[src/hdl/cfg_space_defines.svh]
// constants of the configuration-space map and capability registers
`ifndef CFG_SPACE_DEFINES_SVH
`define CFG_SPACE_DEFINES_SVH
// ==========================================================
// configuration space ranges (24-bit byte offsets)
`define CFG_AW               24
`define CFG_DW               32
`define CFG_LOGIC_LAST       24'h0000fc
`define CFG_EXT_FIRST        24'h000100
`define CFG_EXT_LAST         24'h00fffc
`define CFG_IMPL_FIRST       24'h010000
`define CFG_MAINT_INFO_ADDR  24'h010000
// ==========================================================
// capability register offsets
`define CAP_PART_ID          24'h000000
`define CAP_PART_INFO        24'h000004
`define CAP_MODULE_ID        24'h000008
`define CAP_MODULE_INFO      24'h00000c
`define CAP_ELEMENT_FEAT     24'h000010
`define CAP_SWITCH_PORT      24'h000014
`define CAP_SOURCE_OPS       24'h000018
`define CAP_DEST_OPS         24'h00001c
`define CAP_LAST             24'h00003c
// ==========================================================
// field positions
`define PINFO_SPEC_LSB       16
`define PINFO_MAJOR_LSB      8
`define PINFO_MINOR_LSB      4
`define PINFO_PATCH_LSB      0
`define ID_UPPER_LSB         16
// ==========================================================
// host register file over ahb-lite (byte addresses)
`define HREG_CTRL            32'h00000000
`define HREG_ADDR            32'h00000004
`define HREG_WDATA           32'h00000008
`define HREG_STATUS          32'h0000000c
`define HREG_RDATA           32'h00000010
`define HREG_CTRL_GO_BIT     0
`define HREG_CTRL_WR_BIT     1
`define HREG_CTRL_STRB_LSB   4
`define HREG_STAT_BUSY_BIT   0
`define HREG_STAT_DONE_BIT   1
`define HREG_STAT_RESP_LSB   4
`define RESP_OKAY            2'h0
`define RESP_SLVERR          2'h2
`endif

[src/hdl/cfg_space_pkg.sv]
// types used by the register-slave end of the configuration port
package cfg_space_pkg;
  typedef enum logic [1:0] {
    UNIT_CAPABILITY,
    UNIT_LOGIC_CSR,
    UNIT_LANE_PROTOCOL,
    UNIT_IMPL
  } cfg_unit_t;
endpackage

[src/hdl/cfg_port_if.sv]
// axi4-lite style configuration port between fabric and register slave
`timescale 1ns/1ps
`default_nettype none
interface cfg_port_if;
  logic        awvalid;
  logic        awready;
  logic [23:0] awaddr;
  logic [2:0]  awprot;
  logic        wvalid;
  logic        wready;
  logic [31:0] wdata;
  logic [3:0]  wstrb;
  logic        bvalid;
  logic        bready;
  logic [1:0]  bresp;
  logic        arvalid;
  logic        arready;
  logic [23:0] araddr;
  logic [2:0]  arprot;
  logic        rvalid;
  logic        rready;
  logic [31:0] rdata;
  logic [1:0]  rresp;
  modport fabric (output awvalid, awaddr, awprot, wvalid, wdata, wstrb, bready,
                  arvalid, araddr, arprot, rready,
                  input awready, wready, bvalid, bresp, arready, rvalid, rdata, rresp);
  modport regs   (input awvalid, awaddr, awprot, wvalid, wdata, wstrb, bready,
                  arvalid, araddr, arprot, rready,
                  output awready, wready, bvalid, bresp, arready, rvalid, rdata, rresp);
endinterface
`default_nettype wire

[src/hdl/capability_reg_bank.sv]
// capability register slave: read-only capability bank and configuration decode
// ==========================================================
//
// The AHB-Lite interface to the registers was decided locally.
`timescale 1ns/1ps
`default_nettype none
`include "cfg_space_defines.svh"
module capability_reg_bank #(
  parameter logic [15:0] PART_CODE     = 16'h1234, // arbitrary value
  parameter logic [15:0] VENDOR_CODE   = 16'h5a5a, // arbitrary value
  parameter logic [3:0]  SPEC_LABEL    = 4'h3,     // arbitrary value
  parameter logic [3:0]  MAJOR_REV     = 4'h3,     // arbitrary value
  parameter logic [3:0]  MINOR_REV     = 4'h6,     // arbitrary value
  parameter logic [3:0]  PATCH_LEVEL   = 4'h7,     // arbitrary value
  parameter logic [15:0] MODULE_CODE   = 16'h0000, // arbitrary value
  parameter logic [15:0] MODULE_VENDOR = 16'h0000, // arbitrary value
  parameter logic [31:0] MODULE_INFO   = 32'h01000000,
  parameter logic [31:0] ELEMENT_FEAT  = 32'h00000009,
  parameter logic [31:0] SOURCE_OPS    = 32'h00000000,
  parameter logic [31:0] DEST_OPS      = 32'h00000000,
  parameter bit          MAINT_PORT    = 1'b1
) (
  input  wire logic        i_core_clk,
  input  wire logic        i_rst_n,
  cfg_port_if.regs         port,
  input  wire logic        i_maint_valid,
  input  wire logic        i_maint_write,
  input  wire logic [31:0] i_maint_wdata,
  output logic      [31:0] o_maint_info,
  output logic             o_ext_hit,
  output logic             o_impl_hit
);

  // ==========================================================
  // state of the slave, registered as one word
  typedef struct packed {
    logic        aw_full;
    logic [23:0] aw_addr;
    logic        w_full;
    logic        bvalid;
    logic [1:0]  bresp;
    logic        rvalid;
    logic [31:0] rdata;
    logic [1:0]  rresp;
    logic [31:0] maint_info;
    logic        ext_hit;
    logic        impl_hit;
    logic        aw_ready;
    logic        w_ready;
    logic        ar_ready;
  } state_t;

  // state copy, read-side decode and the fixed word table
  state_t s_q;
  state_t s_d;
  cfg_space_pkg::cfg_unit_t rd_unit;
  logic [31:0] rd_word;
  logic [31:0] cap_word [8];
  cfg_space_pkg::cfg_unit_t wr_unit;

  // ==========================================================
  // address decode into sub-unit ranges
  function automatic cfg_space_pkg::cfg_unit_t unit_of(input logic [23:0] a);
    if (a <= `CAP_LAST) begin
      unit_of = cfg_space_pkg::UNIT_CAPABILITY;
    end else if (a <= `CFG_LOGIC_LAST) begin
      unit_of = cfg_space_pkg::UNIT_LOGIC_CSR;
    end else if (a <= `CFG_EXT_LAST) begin
      unit_of = cfg_space_pkg::UNIT_LANE_PROTOCOL;
    end else begin
      unit_of = cfg_space_pkg::UNIT_IMPL;
    end
  endfunction

  // ==========================================================
  // fixed capability words, one slot per register, no write path
  always_comb begin
    cap_word[0] = {PART_CODE, VENDOR_CODE};
    cap_word[1] = {12'h000, SPEC_LABEL, 4'h0, MAJOR_REV,
                   MINOR_REV, PATCH_LEVEL};
    cap_word[2] = {MODULE_CODE, MODULE_VENDOR};
    cap_word[3] = MODULE_INFO;
    cap_word[4] = ELEMENT_FEAT;
    cap_word[5] = 32'h00000000; // no switch ports behind this endpoint
    cap_word[6] = SOURCE_OPS;
    cap_word[7] = DEST_OPS;
  end

  // ==========================================================
  // capability read mux; reserved and foreign words read zero
  always_comb begin
    rd_unit = unit_of(port.araddr);
    rd_word = 32'h00000000;
    if (rd_unit == cfg_space_pkg::UNIT_CAPABILITY) begin
      case ({port.araddr[23:2], 2'b00})
        `CAP_PART_ID:      rd_word = cap_word[0];
        `CAP_PART_INFO:    rd_word = cap_word[1];
        `CAP_MODULE_ID:    rd_word = cap_word[2];
        `CAP_MODULE_INFO:  rd_word = cap_word[3];
        `CAP_ELEMENT_FEAT: rd_word = cap_word[4];
        `CAP_SWITCH_PORT:  rd_word = cap_word[5];
        `CAP_SOURCE_OPS:   rd_word = cap_word[6];
        `CAP_DEST_OPS:     rd_word = cap_word[7];
        default:           rd_word = 32'h00000000;
      endcase
    end
  end

  // ==========================================================
  // unit of the write address held in the capture register
  always_comb begin
    wr_unit = unit_of(s_q.aw_addr);
  end

  // ==========================================================
  // next-state logic for both channels
  always_comb begin
    s_d = s_q;
    s_d.ext_hit = 1'b0;
    s_d.impl_hit = 1'b0;
    // write address captured and write data accepted (not stored) independently, each only while its
    // ready flop is up so the fabric sees the same handshake we act on
    if (port.awvalid && s_q.aw_ready) begin
      s_d.aw_full = 1'b1;
      s_d.aw_addr = port.awaddr;
    end
    if (port.wvalid && s_q.w_ready) begin
      s_d.w_full = 1'b1;
    end
    // both halves present: answer, capability contents untouched
    if (s_q.aw_full && s_q.w_full && !s_q.bvalid) begin
      s_d.aw_full = 1'b0;
      s_d.w_full = 1'b0;
      s_d.bvalid = 1'b1;
      s_d.bresp = `RESP_OKAY;
      // one-cycle pulses name the unit that the discarded write aimed at
      s_d.ext_hit = (wr_unit == cfg_space_pkg::UNIT_LANE_PROTOCOL);
      s_d.impl_hit = (wr_unit == cfg_space_pkg::UNIT_IMPL);
    end
    if (s_q.bvalid && port.bready) begin
      s_d.bvalid = 1'b0;
    end
    // read accepted when no response is pending
    if (port.arvalid && s_q.ar_ready) begin
      s_d.rvalid = 1'b1;
      s_d.rdata = rd_word;
      s_d.rresp = `RESP_OKAY;
      // maintenance info is never visible through this port
      if (port.araddr == `CFG_MAINT_INFO_ADDR) begin
        s_d.rdata = 32'h00000000;
      end
    end else if (s_q.rvalid && port.rready) begin
      s_d.rvalid = 1'b0;
    end
    // maintenance path alone may update the information register
    // without the maintenance port the register keeps its reset value
    if (MAINT_PORT && i_maint_valid && i_maint_write) begin
      s_d.maint_info = i_maint_wdata;
    end
    // readies leave flops: they follow the free state one edge ahead,
    // so they are low in reset and rise at the first edge after release
    s_d.aw_ready = !s_d.aw_full;
    s_d.w_ready = !s_d.w_full;
    s_d.ar_ready = !s_d.rvalid;
  end

  // ==========================================================
  // state register
  // all valids, readies and captured data clear while reset holds
  always_ff @(posedge i_core_clk or negedge i_rst_n) begin
    if (!i_rst_n) begin
      s_q <= '0;
    end else begin
      s_q <= s_d;
    end
  end

  // ==========================================================
  // port outputs, every one straight from the state register
  assign port.awready = s_q.aw_ready;
  assign port.wready  = s_q.w_ready;
  assign port.bvalid  = s_q.bvalid;
  assign port.bresp   = s_q.bresp;
  assign port.arready = s_q.ar_ready;
  assign port.rvalid  = s_q.rvalid;
  assign port.rdata   = s_q.rdata;
  assign port.rresp   = s_q.rresp;

  // side outputs toward the maintenance path and system decode
  assign o_maint_info = s_q.maint_info;
  assign o_ext_hit    = s_q.ext_hit;
  assign o_impl_hit   = s_q.impl_hit;

endmodule
`default_nettype wire

[src/flat_wrapper.sv]
// flat-port wrapper written by rule: the top's interface ports become plain ports
module capability_reg_bank_flat 
#(
  parameter logic [15:0] PART_CODE     = 16'h1234,                   
  parameter logic [15:0] VENDOR_CODE   = 16'h5a5a,                   
  parameter logic [3:0]  SPEC_LABEL    = 4'h3,                       
  parameter logic [3:0]  MAJOR_REV     = 4'h3,                       
  parameter logic [3:0]  MINOR_REV     = 4'h6,                       
  parameter logic [3:0]  PATCH_LEVEL   = 4'h7,                       
  parameter logic [15:0] MODULE_CODE   = 16'h0000,                   
  parameter logic [15:0] MODULE_VENDOR = 16'h0000,                   
  parameter logic [31:0] MODULE_INFO   = 32'h01000000,
  parameter logic [31:0] ELEMENT_FEAT  = 32'h00000009,
  parameter logic [31:0] SOURCE_OPS    = 32'h00000000,
  parameter logic [31:0] DEST_OPS      = 32'h00000000,
  parameter bit          MAINT_PORT    = 1'b1
)
  (i_core_clk, i_rst_n, i_maint_valid, i_maint_write, i_maint_wdata, o_maint_info, o_ext_hit, o_impl_hit, port_awvalid, port_awaddr, port_awprot, port_wvalid, port_wdata, port_wstrb, port_bready, port_arvalid, port_araddr, port_arprot, port_rready, port_awready, port_wready, port_bvalid, port_bresp, port_arready, port_rvalid, port_rdata, port_rresp);
  cfg_port_if port_i ();
  input  wire logic i_core_clk;
  input  wire logic i_rst_n;
  input  wire logic i_maint_valid;
  input  wire logic i_maint_write;
  input  wire logic [31:0] i_maint_wdata;
  output logic      [31:0] o_maint_info;
  output logic o_ext_hit;
  output logic o_impl_hit;
  input wire logic [$bits(port_i.awvalid)-1:0] port_awvalid;
  input wire logic [$bits(port_i.awaddr)-1:0] port_awaddr;
  input wire logic [$bits(port_i.awprot)-1:0] port_awprot;
  input wire logic [$bits(port_i.wvalid)-1:0] port_wvalid;
  input wire logic [$bits(port_i.wdata)-1:0] port_wdata;
  input wire logic [$bits(port_i.wstrb)-1:0] port_wstrb;
  input wire logic [$bits(port_i.bready)-1:0] port_bready;
  input wire logic [$bits(port_i.arvalid)-1:0] port_arvalid;
  input wire logic [$bits(port_i.araddr)-1:0] port_araddr;
  input wire logic [$bits(port_i.arprot)-1:0] port_arprot;
  input wire logic [$bits(port_i.rready)-1:0] port_rready;
  output wire logic [$bits(port_i.awready)-1:0] port_awready;
  output wire logic [$bits(port_i.wready)-1:0] port_wready;
  output wire logic [$bits(port_i.bvalid)-1:0] port_bvalid;
  output wire logic [$bits(port_i.bresp)-1:0] port_bresp;
  output wire logic [$bits(port_i.arready)-1:0] port_arready;
  output wire logic [$bits(port_i.rvalid)-1:0] port_rvalid;
  output wire logic [$bits(port_i.rdata)-1:0] port_rdata;
  output wire logic [$bits(port_i.rresp)-1:0] port_rresp;
  assign port_i.awvalid = port_awvalid;
  assign port_i.awaddr = port_awaddr;
  assign port_i.awprot = port_awprot;
  assign port_i.wvalid = port_wvalid;
  assign port_i.wdata = port_wdata;
  assign port_i.wstrb = port_wstrb;
  assign port_i.bready = port_bready;
  assign port_i.arvalid = port_arvalid;
  assign port_i.araddr = port_araddr;
  assign port_i.arprot = port_arprot;
  assign port_i.rready = port_rready;
  assign port_awready = port_i.awready;
  assign port_wready = port_i.wready;
  assign port_bvalid = port_i.bvalid;
  assign port_bresp = port_i.bresp;
  assign port_arready = port_i.arready;
  assign port_rvalid = port_i.rvalid;
  assign port_rdata = port_i.rdata;
  assign port_rresp = port_i.rresp;
  capability_reg_bank #(.PART_CODE(PART_CODE), .VENDOR_CODE(VENDOR_CODE), .SPEC_LABEL(SPEC_LABEL), .MAJOR_REV(MAJOR_REV), .MINOR_REV(MINOR_REV), .PATCH_LEVEL(PATCH_LEVEL), .MODULE_CODE(MODULE_CODE), .MODULE_VENDOR(MODULE_VENDOR), .MODULE_INFO(MODULE_INFO), .ELEMENT_FEAT(ELEMENT_FEAT), .SOURCE_OPS(SOURCE_OPS), .DEST_OPS(DEST_OPS), .MAINT_PORT(MAINT_PORT)) u_core (.i_core_clk(i_core_clk), .i_rst_n(i_rst_n), .port(port_i), .i_maint_valid(i_maint_valid), .i_maint_write(i_maint_write), .i_maint_wdata(i_maint_wdata), .o_maint_info(o_maint_info), .o_ext_hit(o_ext_hit), .o_impl_hit(o_impl_hit));
endmodule
[config.mk]
export PLATFORM = sky130hd
export DESIGN_NAME = capability_reg_bank_flat
export DESIGN_NICKNAME = d
export VERILOG_FILES = /design/src/hdl/cfg_space_pkg.sv /design/src/hdl/cfg_port_if.sv /design/src/hdl/capability_reg_bank.sv /design/src/flat_wrapper.sv
export VERILOG_INCLUDE_DIRS = /design/src /design/src/hdl
export SDC_FILE = /design/constraint.sdc
export NUM_CORES = 1
export LEC_CHECK = 0
export BUFFER_PORTS_ARGS = -buffer_cell sky130_fd_sc_hd__buf_2
export CAP_MARGIN = 25
export CORE_MARGIN = 10
export CORE_UTILIZATION = 40
export DETAILED_ROUTE_END_ITERATION = 8
export GPL_TIMING_DRIVEN = 0
export MAX_ROUTING_LAYER = met4
export PLACE_DENSITY_LB_ADDON = 0.25
export SYNTH_ARGS = -nofsm -noshare
export SYNTH_HDL_FRONTEND = slang
export SYNTH_SLANG_ARGS = --single-unit
[constraint.sdc]
create_clock -name i_core_clk -period 1.95 [get_ports i_core_clk]
set_clock_uncertainty 0.1 [all_clocks]
set_input_delay 0.39 -clock i_core_clk [delete_from_list [all_inputs] [get_ports i_core_clk]]
set_output_delay 0.39 -clock i_core_clk [all_outputs]
set_load 0.05 [all_outputs]
==> impl_metrics.ini <==
[timing]
rsz0062_at_grt = no
fmax_mhz = 572.7
setup_viol = 0
finalCritPeriodShare = 0.8955
timing.setup.tns_ns = 0
drv_slew = 0
min_period_ns = 1.746
relSlewSlack = 0.4062
finalHoldViolations = 0
holdWs_ns = 0.04652
finalWorstSetupSlack_ns = 0.2038
worst_slew_pin_slew_ns = 0.8907

[layout]
fill_cells = 731
final_nets = 565
drive_gt1_frac = 0.6811
final_cells = 544
area_growth_pct = 34.78
antenna_cells = 0

[routing]
antenna_left = 0
drtPass1Iterations = 4
num_vias = 2388
vias_per_cell = 4.390
drc = 0
drt-total-wl_mm = 7.611
drt_iter0_drc = 74
avgRoutedWirePerCell_microns = 13.99

[clocking]
cts_resized = 0
clkLatencyLatePin_ns = 0.34
htreeDepth = 3
cts_buffers = 9
clockBufferDepth = 2
clock-sinks = 71
cts_setup_buffers = 0
tritoncts = built
cts_root_buf = clkbuf_8
postCtsHoldBufs = 0
clk_pin_slew_worst_paths_ns = 0.08

[grt]
grtUsageTotal = 0.1260
grt_start_max_net_pins = 72
grt_pass1_vias = 2662
grt-ovfl-total = 0
antenna_found_initial = 0
grt_pass1_wl_mm = 12.55

[synth]
synth_common_cells = dfrtp_1 (71), buf_4 (70), mux2_2 (56)
synth_cell_types = 30
synth_area_leader_cell = dfrtp_1
yosys_warnings = 0
syn_inst = 261
synth_edf_count = 0
synthMostInstantiatedCell = dfrtp_1
netlist_area_sq_um = 3321
synthArstFlopShare = 1.000
netlist_top_cells_area = dfrtp_1 (54%), mux2_2 (19%), buf_4 (16%)
seq_area_frac_synth = 0.5350
synth-seq-cells = 71
ys.flop_type = dfrtp_1
syn_avg_cell_area_sq_um = 12.72
yosysTopAreaCellShare = 0.5350

[floorplan]
die_height_microns = 111.1
initial_utilization = 0.4082
fp.dieW_microns = 111.1
core_sq_um = 8134
rows = 33
die_area_sq_um = 12350
boundaryPins = 206

[setup_path]
crit_fanout = 10
ff2ff_setup_slack_ns = 0.50
required_ns = 1.46
crit_type = flip-flop to primary output
reg2reg_depth = 4
critPathCaptureType = primary output
r2r-start = u_core.port.awready$_DFF_PN0_
cp_data_arrival_time_ns = 1.26
setup.worst_path.start_class = flip-flop
r2r-end = u_core.s_q[95]$_DFFE_PN0P_

[power_and_ir_drop]
finalPower_uw = 5121
power.leakage_uw = 0.002347
p_per_area_nw_per_um2 = 1144
max-vdd-ir-drop_uv = 525.2

[place]
post-place-ws_ns = 0.3623
placed_cells = 528
portBuffers = 147
dpl.hpwl_mm = 6.182
gp_congestion = 0.7479

[outcome]
outcome = finished, final reports clean

[min_path]
worst_hold_path_type = primary input to asynchronous set/reset pin

[job]
maxCapViolations = 0
report_power, final:
group	internal [uW]	total, uW	leakage (uW)	switching (uW)
clock	762	1320	0.000117	562
combinational	701	1690	0.00138	989
sequential	1900	2110	0.000850	212
total	3360	5120	0.00235	1760
worst max-delay path, stage by stage, from the launching register on:
cell and delay, ns:
dfrtp_1 0.51, buf_4 0.16, buf_2 0.25
registers in the layout, summed over array words and instances (netlist names):
signal	flops
u_core.o_impl_hit	1
u_core.port.awready	1
u_core.o_ext_hit	1
u_core.s_q	26
u_core.port.rdata	6
u_core.port.bvalid	1
u_core.port.wready	1
u_core.port.arready	1
u_core.o_maint_info	32
u_core.port.rvalid	1
how the worst max path moves through the flow:
stage | slack, ns | cells past startpoint | startpoint | to
after global placement | -0.01 | 1 | i_rst_n | u_core.o_maint_info[20]$_DFFE_PN0P_
after floorplan | 0.28 | 4 | u_core.port.awready$_DFF_PN0_ | u_core.s_q[80]$_DFFE_PN0P_
after CTS | 0.16 | 2 | u_core.port.rdata[25]$_DFFE_PN0P_ | port_rdata[18]
after detailed placement | 0.36 | 5 | port_awvalid | u_core.s_q[84]$_DFFE_PN0P_
final | 0.20 | 2 | u_core.port.rdata[25]$_DFFE_PN0P_ | port_rdata[18]
after global routing | 0.11 | 2 | u_core.port.rdata[25]$_DFFE_PN0P_ | port_rdata[18]
stage by stage:
step | util | cell area (sq um)
detailed placement | 0.5221 | 4247
global route | 0.5502 | 4476
CTS | 0.5502 | 4476
global placement | 0.5218 | 4244
finish | 0.5502 | 4476
floorplan | - | 3377
placed cells by master (no fill, tap or decap), drive strengths merged:
cell type    n
nor4         5
nand4b       1
dfrtp       71
or2          1
o21ai        8
or3b         1
and4bb       1
or4          2
nand3b       2
and2         1
a211oi       1
and4         3
nor4b        1
bufinv       2
nor2         4
nand2       10
o31ai        2
nor3         2
o211a        1
nand3        1
inv          6
conb        16
a31oi        1
buf        221
clkinv       3
clkbuf      10
nand4        4
a21oi        1
mux2        56
xor2         1
routing by layer:
layer  part of all wire  vias to the layer above  GRT usage
met5                  0                        -          -
met2               0.47                      106     0.1973
met3              0.057                       12    0.03301
met4              0.022                        0    0.05741
li1                   -                     1169          -
met1               0.45                     1101     0.1490
layout make-up:
cell class,instances,area (sq um),share of cell area
sequential,71,1777,0.3970
multi-input combinational,126,1036,0.2315
inverter,5,18.77,0.004193
timing repair buffer,147,738.2,0.1649
clock buffer,10,137.6,0.03075
tap,105,131.4,0.02935
buffer,74,545.5,0.1219
clock inverter,6,91.34,0.02041
kinds of logic after synthesis:
logic type      Yosys count  synth area share
compound gates           14           0.02675
mux                      56            0.1899
simple gates             39           0.07460
other cells               1          0.001129
buf+inv                  79            0.1699
xor+xnor                  1          0.002638
flops                    71            0.5350
Power figures use the tool's default switching activity.
